## src/logic/acc_defines.svh

```systemverilog
// Register offsets, field positions, reset values and timing for the comparator control block
`ifndef ACC_DEFINES_SVH
`define ACC_DEFINES_SVH

// Register indices; the byte address is four times the index
`define ACC_IDX_BUF_DIS 6'h0d
`define ACC_IDX_CTRL_A 6'h10
`define ACC_IDX_CTRL_B 6'h13
`define ACC_IDX_IRQ_STAT 6'h14
`define ACC_IDX_IRQ_MASK 6'h15
`define ACC_IDX_CORE 6'h16

// Control/status A field positions
`define ACC_A_POWER_OFF 7
`define ACC_A_POS_REF 6
`define ACC_A_SYNC_OUT 5
`define ACC_A_FLAG 4
`define ACC_A_IRQ_EN 3
`define ACC_A_ROUTE 2

// Control B field positions
`define ACC_B_HYST_EN 7
`define ACC_B_HYST_LEVEL 6
`define ACC_B_RESERVED 4
`define ACC_B_MUX_EN 2

// Core register: bit 0 acknowledges the interrupt vector when written with one
`define ACC_CORE_VEC_ACK 0

// Reset values
`define ACC_RST_BYTE 8'h00
`define ACC_RST_WORD 32'h0000_0000

// Synchroniser latency in clock cycles
`define ACC_SYNC_STAGES 2

`endif

```

## src/logic/acc_pkg.sv

```systemverilog
// Types for the comparator control block
package acc_pkg;

  // Interrupt mode field encoding
  typedef enum logic [1:0] {
    ACC_MODE_TOGGLE = 2'h0,
    ACC_MODE_RESERVED = 2'h1,
    ACC_MODE_FALL = 2'h2,
    ACC_MODE_RISE = 2'h3
  } acc_mode_t;

  // Control/status A layout
  typedef struct packed {
    logic comparator_power_off;
    logic positive_reference_select;
    logic synced_compare_result;
    logic compare_event_flag;
    logic compare_irq_enable;
    logic capture_route_enable;
    acc_mode_t compare_event_mode;
  } acc_ctrl_a_t;

  // Control B layout
  typedef struct packed {
    logic hysteresis_enable;
    logic hysteresis_level;
    logic touch_reserved_5;
    logic reserved_4;
    logic touch_reserved_3;
    logic negative_input_mux_enable;
    logic touch_reserved_1;
    logic touch_reserved_0;
  } acc_ctrl_b_t;

  // Settings sent to the analog core
  typedef struct packed {
    logic power_off;
    logic positive_reference_select;
    logic hysteresis_enable;
    logic hysteresis_level;
    logic negative_from_mux;
    logic [3:0] negative_channel;
  } acc_analog_t;

  // Bus handshake states
  typedef enum logic [1:0] {
    ACC_BUS_IDLE = 2'b01,
    ACC_BUS_ACK = 2'b10
  } acc_bus_state_t;

endpackage : acc_pkg

```

## src/logic/acc_top.sv

```systemverilog
// Comparator control, status, interrupt and register logic
// Operation
// Disable bit powers the comparator down
// Software clears irq enable before disable change
// Bandgap bit selects internal reference, else pin
// Comparator output synchronised, readable as status
// Flag set on selected output event
// Flag cleared by vector or write-one
// Request needs flag, enable and global enable
// Route bit feeds output to capture
// Route clear disconnects capture; timer enable needed
// Mode: toggle, reserved, falling, rising edges
// Software clears irq enable before mode change
// Control B resets zero, bit 4 reads zero
// Control B drives hysteresis enable and level
// Software writes zero to touch bits
// Mux enable with converter off selects mux
// Buffer disable bits gate pin inputs
// Channel field picks mux negative input
// Edges found by comparing with previous sample
`timescale 1ns/1ps
`default_nettype none
`include "acc_defines.svh"

module acc_top
  import acc_pkg::*;
(
  input wire logic clk,
  input wire logic rst,
  input wire logic [7:0] avs_address,
  input wire logic [3:0] avs_byteenable,
  input wire logic avs_read,
  input wire logic avs_write,
  input wire logic [31:0] avs_writedata,
  output logic [31:0] avs_readdata,
  output logic avs_waitrequest,
  input wire logic compare_raw,
  input wire logic converter_enable,
  input wire logic [3:0] channel_select_field,
  input wire logic global_irq_enable,
  input wire logic vector_ack,
  input wire logic [7:0] pin_raw,
  output acc_analog_t analog_ctrl,
  output logic [7:0] buffer_off,
  output logic [7:0] port_input,
  output logic capture_input,
  output logic compare_irq_req,
  output logic irq
);

  acc_bus_state_t bus_state_r;
  acc_ctrl_a_t ctrl_a_r;
  acc_ctrl_b_t ctrl_b_r;
  logic [7:0] buf_dis_r;
  logic irq_stat_r;
  logic irq_mask_r;
  logic cmp_meta_r;
  logic cmp_sync_r;
  logic cmp_prev_r;
  logic [7:0] pin_meta_r;
  logic [7:0] pin_sync_r;
  logic [31:0] rdata_nxt;
  logic [5:0] reg_idx;
  logic wr_take;
  logic wr_lane;
  logic evt;
  logic rise;
  logic fall;
  logic flag_w1c;
  logic stat_w1c;
  logic vec_w1;

  // Bus decode; a write takes effect on the edge where waitrequest is low
  assign reg_idx = avs_address[7:2];
  assign wr_take = avs_write && (bus_state_r == ACC_BUS_ACK);
  assign wr_lane = wr_take && avs_byteenable[0];
  assign flag_w1c = wr_lane && (reg_idx == `ACC_IDX_CTRL_A) &&
                    avs_writedata[`ACC_A_FLAG];
  assign stat_w1c = wr_lane && (reg_idx == `ACC_IDX_IRQ_STAT) && avs_writedata[0];
  assign vec_w1 = wr_lane && (reg_idx == `ACC_IDX_CORE) &&
                  avs_writedata[`ACC_CORE_VEC_ACK];

  // Bus handshake: one idle cycle, then one answer cycle with waitrequest low
  always_ff @(posedge clk)
  begin
    if (rst)
    begin
      bus_state_r <= ACC_BUS_IDLE;
      avs_waitrequest <= 1'b1;
    end
    else
    begin
      case (bus_state_r)
        ACC_BUS_IDLE:
        begin
          if (avs_read || avs_write)
          begin
            bus_state_r <= ACC_BUS_ACK;
            avs_waitrequest <= 1'b0;
          end
        end
        ACC_BUS_ACK:
        begin
          bus_state_r <= ACC_BUS_IDLE;
          avs_waitrequest <= 1'b1;
        end
        default:
        begin
          bus_state_r <= ACC_BUS_IDLE;
          avs_waitrequest <= 1'b1;
        end
      endcase
    end
  end

  // Read mux; unmapped addresses and upper bits read zero
  always_comb
  begin
    rdata_nxt = `ACC_RST_WORD;
    case (reg_idx)
      `ACC_IDX_BUF_DIS: rdata_nxt[7:0] = buf_dis_r;
      `ACC_IDX_CTRL_A: rdata_nxt[7:0] = ctrl_a_r;
      `ACC_IDX_CTRL_B: rdata_nxt[7:0] = ctrl_b_r;
      `ACC_IDX_IRQ_STAT: rdata_nxt[0] = irq_stat_r;
      `ACC_IDX_IRQ_MASK: rdata_nxt[0] = irq_mask_r;
      default: rdata_nxt = `ACC_RST_WORD;
    endcase
  end

  // Read data is captured with the answer and held until the next read request
  always_ff @(posedge clk)
  begin
    if (rst)
      avs_readdata <= `ACC_RST_WORD;
    else if (avs_read && bus_state_r == ACC_BUS_IDLE)
      avs_readdata <= rdata_nxt;
  end

  // First synchroniser stage and previous sample; the second stage is the status bit
  always_ff @(posedge clk)
  begin
    if (rst)
    begin
      cmp_meta_r <= 1'b0;
      cmp_prev_r <= 1'b0;
    end
    else
    begin
      cmp_meta_r <= compare_raw;
      cmp_prev_r <= cmp_sync_r;
    end
  end

  // Second stage lives in control/status A, so software sees it with no extra flop
  assign cmp_sync_r = ctrl_a_r.synced_compare_result;

  // Edge events, selected by the mode field; the reserved code gives none
  assign rise = cmp_sync_r && !cmp_prev_r;
  assign fall = !cmp_sync_r && cmp_prev_r;
  always_comb
  begin
    case (ctrl_a_r.compare_event_mode)
      ACC_MODE_TOGGLE: evt = rise || fall;
      ACC_MODE_FALL: evt = fall;
      ACC_MODE_RISE: evt = rise;
      default: evt = 1'b0;
    endcase
  end

  // Control/status A in one process: writable fields, status stage and event flag
  always_ff @(posedge clk)
  begin
    if (rst)
      ctrl_a_r <= `ACC_RST_BYTE;
    else
    begin
      // Second synchroniser stage, read back as the status bit
      ctrl_a_r.synced_compare_result <= cmp_meta_r;
      if (wr_lane && reg_idx == `ACC_IDX_CTRL_A)
      begin
        ctrl_a_r.comparator_power_off <= avs_writedata[`ACC_A_POWER_OFF];
        ctrl_a_r.positive_reference_select <= avs_writedata[`ACC_A_POS_REF];
        ctrl_a_r.compare_irq_enable <= avs_writedata[`ACC_A_IRQ_EN];
        ctrl_a_r.capture_route_enable <= avs_writedata[`ACC_A_ROUTE];
        ctrl_a_r.compare_event_mode <= acc_mode_t'(avs_writedata[1:0]);
      end
      // Event flag: a set wins over vector or write-one clear
      if (evt)
        ctrl_a_r.compare_event_flag <= 1'b1;
      else if (vector_ack || vec_w1 || flag_w1c)
        ctrl_a_r.compare_event_flag <= 1'b0;
    end
  end

  // Control B; reserved bit 4 stays zero
  always_ff @(posedge clk)
  begin
    if (rst)
      ctrl_b_r <= `ACC_RST_BYTE;
    else if (wr_lane && reg_idx == `ACC_IDX_CTRL_B)
    begin
      ctrl_b_r <= avs_writedata[7:0];
      ctrl_b_r.reserved_4 <= 1'b0;
    end
  end

  // Digital input buffer disable
  always_ff @(posedge clk)
  begin
    if (rst)
      buf_dis_r <= `ACC_RST_BYTE;
    else if (wr_lane && reg_idx == `ACC_IDX_BUF_DIS)
      buf_dis_r <= avs_writedata[7:0];
  end

  // Sticky status, cleared by write-one; a new event wins
  always_ff @(posedge clk)
  begin
    if (rst)
      irq_stat_r <= 1'b0;
    else if (evt)
      irq_stat_r <= 1'b1;
    else if (stat_w1c)
      irq_stat_r <= 1'b0;
  end

  // Interrupt mask
  always_ff @(posedge clk)
  begin
    if (rst)
      irq_mask_r <= 1'b0;
    else if (wr_lane && reg_idx == `ACC_IDX_IRQ_MASK)
      irq_mask_r <= avs_writedata[0];
  end

  // Interrupt outputs
  always_ff @(posedge clk)
  begin
    if (rst)
    begin
      irq <= 1'b0;
      compare_irq_req <= 1'b0;
    end
    else
    begin
      irq <= irq_stat_r && irq_mask_r;
      compare_irq_req <= ctrl_a_r.compare_event_flag &&
                         ctrl_a_r.compare_irq_enable && global_irq_enable;
    end
  end

  // Settings to the analog core and the capture path
  always_ff @(posedge clk)
  begin
    if (rst)
    begin
      analog_ctrl <= '0;
      capture_input <= 1'b0;
    end
    else
    begin
      analog_ctrl.power_off <= ctrl_a_r.comparator_power_off;
      analog_ctrl.positive_reference_select <= ctrl_a_r.positive_reference_select;
      analog_ctrl.hysteresis_enable <= ctrl_b_r.hysteresis_enable;
      analog_ctrl.hysteresis_level <= ctrl_b_r.hysteresis_level;
      analog_ctrl.negative_from_mux <= ctrl_b_r.negative_input_mux_enable &&
                                       !converter_enable;
      analog_ctrl.negative_channel <= channel_select_field;
      capture_input <= ctrl_a_r.capture_route_enable && cmp_sync_r;
    end
  end

  // Pin synchroniser and digital input gating
  always_ff @(posedge clk)
  begin
    if (rst)
    begin
      pin_meta_r <= `ACC_RST_BYTE;
      pin_sync_r <= `ACC_RST_BYTE;
      port_input <= `ACC_RST_BYTE;
      buffer_off <= `ACC_RST_BYTE;
    end
    else
    begin
      pin_meta_r <= pin_raw;
      pin_sync_r <= pin_meta_r;
      port_input <= pin_sync_r & ~buf_dis_r;
      buffer_off <= buf_dis_r;
    end
  end
endmodule : acc_top

`default_nettype wire

```

## config.mk

```make
export PLATFORM = sky130hd
export DESIGN_NAME = acc_top
export DESIGN_NICKNAME = d
export VERILOG_FILES = /design/src/logic/acc_pkg.sv /design/src/logic/acc_top.sv
export VERILOG_INCLUDE_DIRS = /design/src /design/src/logic
export SDC_FILE = /design/constraint.sdc
export NUM_CORES = 1
export LEC_CHECK = 0
export BUFFER_PORTS_ARGS = -buffer_cell sky130_fd_sc_hd__buf_4
export CAP_MARGIN = 0
export CORE_AREA = 8 8 111 113
export DETAILED_ROUTE_END_ITERATION = 6
export DIE_AREA = 0 0 119 121
export PLACE_DENSITY = 0.58
export SLEW_MARGIN = 40
export SYNTH_ARGS = -nofsm -noshare
export SYNTH_HDL_FRONTEND = slang
export SYNTH_SLANG_ARGS = --single-unit
```

## constraint.sdc

```tcl
create_clock -name clk -period 3.6 [get_ports clk]
set_clock_uncertainty 0.05 [all_clocks]
set_input_delay 0.72 -clock clk [delete_from_list [all_inputs] [get_ports clk]]
set_output_delay 0.72 -clock clk [all_outputs]
set_load 0.01 [all_outputs]
```

; Yosys cells after proc, flatten, opt, wreduce, memory -nomap -nowiden
; Index checks and enable logic that the tools add are counted.
[totals]
register_bits = 82
latchBits = 0
mem_bits_rw = 0
mem_bits_ro = 0
inputBits = 64
out_inout_bits = 61
wordCells = 85
n_memories = 0
[classes]
addsub = 0
mul = 0
div = 0
order_cmp = 0
eq_ne = 10
n_shift = 0
mux = 7
n_bitwise = 3
reduce_logical = 30
[ops]
columns = operator, n
row1 = 6-bit by 5-bit equality test with 1-bit output (second input constant), 5
row2 = 7-bit one-hot mux with 3 select lines, 1
row3 = 1-bit logical AND, 19
row4 = 8-bit AND, 1
row5 = 8-bit inverter, 1
row6 = 2-bit equality test (second input constant), 3
row7 = 6-bit by 4-bit equality test with 1-bit output (second input constant), 1
row8 = 1-bit one-hot mux with 5 select lines, 1
row9 = 1-bit logical OR, 4
row10 = 1-bit two-way mux, 4
row11 = 2-bit nonzero test, 2
row12 = 1-bit zero test, 3
row13 = 1-bit one-hot mux with 3 select lines, 1
row14 = 2-bit by 1-bit equality test with 1-bit output (second input constant), 1
row15 = 2-bit zero test, 1
row16 = 2-bit OR reduction, 1
row17 = 1-bit inverter, 1

; Logic depth before layout (Yosys ltp)
[logic_depth]
word_depth = 9
depth_mapped = 5
ltp_nobuf = 5

; Worst setup path after synthesis
; OpenSTA, ideal clock, no wires.
[synth_path]
kind = input -> register
startpoint = input avs_address[7]
endpoint = register ctrl_a_r[0] (netlist name)
arrival_ns = 2.037
required_time_ns = 3.422
path_slack_ns = 1.385
cell_stages = 5
path_buffers = 1
path_cell_list = or4b_4 -> or4_1 -> buf_2 -> mux2i_1 -> nor2_1
[synth_via]
elab_chain_cells = 2
[synth_lines]
columns = element, line
row1 = start: declaration, acc_top.sv:30  ; input wire logic [7:0] avs_address,
row2 = 6-bit by 5-bit equality test with 1-bit output, n/a
row3 = 1-bit logical AND (no source line), n/a
row4 = end signal: assignment, acc_top.sv:174  ; ctrl_a_r <= `ACC_RST_BYTE;
row5 = end: declaration, acc_top.sv:52  ; acc_ctrl_a_t ctrl_a_r;
; Every way passes these cells.
; A chain may end at the register's enable or synchronous reset.

; Worst setup path after layout
[layout_path]
startpoint = input avs_address[7]
endpoint = register avs_readdata[0]
[layout_via]
elab_chain_cells = 2
elab_cells_between_ends = 6
cone_classes = eq/ne (5) / mux (1)
[layout_lines]
columns = element, line
row1 = 6-bit by 5-bit equality test with 1-bit output / 6-bit by 4-bit equality test with 1-bit output (equally long branches), acc_top.sv:120  ; case (reg_idx)
row2 = 1-bit one-hot mux with 5 select lines (*), acc_top.sv:120
row3 = end signal: assignment, acc_top.sv:134  ; avs_readdata <= `ACC_RST_WORD;
row4 = end signal: assignment, acc_top.sv:136  ; avs_readdata <= rdata_nxt;
row5 = end: declaration, acc_top.sv:35  ; output logic [31:0] avs_readdata,
; Every way passes the cells marked *; elsewhere a longest branch is shown, timed or not.

==> metrics.log <==
INFO  metric report.final.slew_viol_count = 0
INFO  metric cts-buffers-inserted = 9
INFO  metric critPathMaxFanout = 8
INFO  metric crit_path_start = avs_address[7]
INFO  metric synth_edf_count = 0
INFO  metric synth_top_cells_by_area = dfxtp_1, mux2i_1, nor2b_1
INFO  metric cts_tree = yes
INFO  metric initial_core_util = 27.4%
INFO  metric critical-path-slowest-cell = or4b_4
INFO  metric hold_path.class = flip-flop to flip-flop
INFO  metric synth_top_area_share = 55.7%
INFO  metric grt_first_pass_wirelength = 11200 microns
INFO  metric cp_data_arrival_time = 2420 ps
INFO  metric fin_cells = 489
INFO  metric worstMarginPinSlew = 755 ps
INFO  metric critical-path-top-delay-family = simple AND/OR/NAND/NOR gates
INFO  metric syn-instance-count = 274
INFO  metric chipWidth = 119 microns
INFO  metric drt_first_pass_iters = 5
INFO  metric yosys_warnings = 0
INFO  metric synth_unique_cells = 35
INFO  metric critical_register_to_register_path_startpoint = bus_state_r[0]
INFO  metric cell_area_power_density = 497 nW/um^2
INFO  metric wl = 6930 microns
INFO  metric ir_drop = 0.000252 V
INFO  metric clk_transition_reported_paths = 80 ps
INFO  metric antenna_found_initial = 0
INFO  metric nets = 410
INFO  metric min-delay-start = pin_meta_r[4]
INFO  metric setup_repair_after_global_routing_missed_its_margin = no
INFO  metric syn-mean-instance-area = 10.6 sq um
INFO  metric path_class = primary input to flip-flop
INFO  metric cts_htree_levels = 3
INFO  metric tns = 0 ps
INFO  metric initialDrtViolationCount = 102
INFO  metric synthMostInstantiatedCell = dfxtp_1
INFO  metric max_cap_viol_count = 0
INFO  metric cts_sinks = 81
INFO  metric cts.repair_timing.setup_buffer_count = 0
INFO  metric async_flop_share = 0%
INFO  metric worst_slew_margin_rel = 49.7%
INFO  metric power.static_leakage = 1.58 nW
INFO  metric diodes = 0
INFO  metric io_pins = 125
INFO  metric post_cts_hold_buffer_count = 0
INFO  metric route.vias.total = 2031
INFO  metric finalPower = 0.00186 W
INFO  metric antenna_left = 0
INFO  metric viasPerCell = 4.15
INFO  metric cp_slowest_stage_delay = 570 ps
INFO  metric synth_top_flop_cell = dfxtp_1
INFO  metric grt_util_all_layers = 9.84%
INFO  metric placement.io_buffers = 71
INFO  metric timing_hold_violations_final = 0
INFO  metric area_growth = 28.3%
INFO  metric drive_above_1_share = 26.4%
INFO  metric total_die_area = 14400 sq um
INFO  metric crit_path_end_kind = flip-flop
INFO  metric setup_violations_final = 0
INFO  metric number_of_design_rule_violations_left_after_detail_routing = 0
INFO  metric gp_routability_congestion = 0.703
INFO  metric startpoint_type = primary input
INFO  metric critPathBufInv = 1
INFO  metric outcome = finished clean
INFO  metric core_area = 10600 sq um
INFO  metric grt_max_degree = 76
INFO  metric avgRoutedWirePerCell = 14.2 microns
INFO  metric yosys.area.top_type = dfxtp_1
INFO  metric synth-seq-cells = 81
INFO  metric root_buffer = clkbuf_8
INFO  metric via_count_of_the_first_global_routing_pass = 2123
INFO  metric post-route-period-util = 61.7%
INFO  metric seq_area_frac_synth = 55.7%
INFO  metric critical_path_required = 3800 ps
INFO  metric dieHeight = 121 microns
INFO  metric row_count = 38
INFO  metric grt_remaining_overflow = 0
INFO  metric postCtsResizedCells = 0
INFO  metric hold-worst-slack = 389 ps
INFO  metric insertion_delay = 350 ps
INFO  metric crit_path_cell_trace = buf_4 > or4b_4 > nor3_2 > a22oi_1 > a311oi_1
INFO  metric clock_tree.buffer_depth = 2
INFO  metric max_freq = 450 MHz
INFO  metric post_synth_instance_area = 2910 sq um
INFO  metric post_synth_most_frequent_cells = dfxtp_1, nor2b_1, nor2_1, buf_4, mux2i_1
INFO  metric dp.final_hpwl = 5000 microns
INFO  metric post-place-cells = 473
INFO  metric min_period = 2220 ps
metrics by stage:
| stage | instance area (sq um) | worst slack, ps | utilization [%] |
|---|---|---|---|
| floorplan | 3000 | 1390 | - |
| global placement | 3480 | 1060 | 32.8 |
| detailed placement | 3480 | 1010 | 32.8 |
| CTS | 3730 | 1370 | 35.2 |
| global route | 3730 | 1330 | 35.2 |
| finish | 3730 | 1380 | 35.2 |
report_power, final:
| group | switching (W) | internal (W) |
|---|---|---|
| clock | 0.000340 | 0.000482 |
| sequential | 0.00000717 | 0.000915 |
| combinational | 0.0000610 | 0.0000512 |
cells by family (layout without fill, tap and decap cells):
kind of cell | after synthesis | after routing | synth area share (%)
adders and majority gates | 2 | 2 | 0.860
muxes | 24 | 24 | 8.30
other | 1 | 24 | 0.129
buffers and inverters | 41 | 93 | 8.43
and+or+nand+nor | 102 | 102 | 20.7
AOI/OAI and AO/OA | 23 | 23 | 5.81
DFF | 81 | 81 | 55.7
cells in the final DEF (no fill, tap or decap), types with 2 or more instances in the layout:
| cell | count |
|---|---|
| a21oi_1 | 3 |
| a222oi_1 | 6 |
| a22oi_1 | 2 |
| buf_4 | 71 |
| bufinv_16 | 3 |
| clkbuf_8 | 10 |
| clkinv_4 | 2 |
| conb_1 | 24 |
| dfxtp_1 | 81 |
| ha_1 | 2 |
| inv_1 | 6 |
| mux2i_1 | 23 |
| nand2_1 | 9 |
| nand2b_1 | 3 |
| nand4bb_1 | 2 |
| nor2_1 | 30 |
| nor2b_1 | 36 |
| nor3_1 | 2 |
| nor3_4 | 2 |
| nor3b_1 | 11 |
| o21ai_1 | 5 |
| o41ai_1 | 2 |
final timing paths:
path / endpoint / slack (ps) / cells after the start
worst max register to register: ctrl_a_r[6] / 1530 / 4
worst min register to register: pin_sync_r[4] / 390 / 1
worst max-delay path: avs_readdata[0] / 1380 / 5
worst min-delay path: pin_sync_r[4] / 390 / 1
metal layers:
layer / global-route usage, % / up-vias / wire (microns)
li1: - / 1013 / -
met1: 11.6 / 931 / 3060
met2: 15.2 / 79 / 3130
met3: 4.79 / 8 / 652
met4: 3.56 / 0 / 89
met5: 0 / - / 0
layout make-up:
type | count | area (sq um)
Tap cell | 140 | 175
Clock inverter | 6 | 115
Clock buffer | 10 | 138
Sequential cell | 81 | 1620
Inverter | 6 | 22.5
Timing Repair Buffer | 71 | 533
Multi-Input combinational cell | 175 | 1130
Fill cell | 1085 | 6870
state kept, by name, indices dropped and copies added, names as in the netlist:
signal           flops
buffer_off           8
irq_mask_r           1
pin_sync_r           8
pin_meta_r           8
buf_dis_r            8
cmp_sync_r           1
ctrl_a_r             7
port_input           8
avs_readdata         8
cmp_prev_r           1
irq                  1
ctrl_b_r             7
bus_state_r          2
compare_irq_req      1
analog_ctrl          9
cmp_meta_r           1
capture_input        1
irq_stat_r           1
No activity file was read; power rests on OpenSTA's default activity.
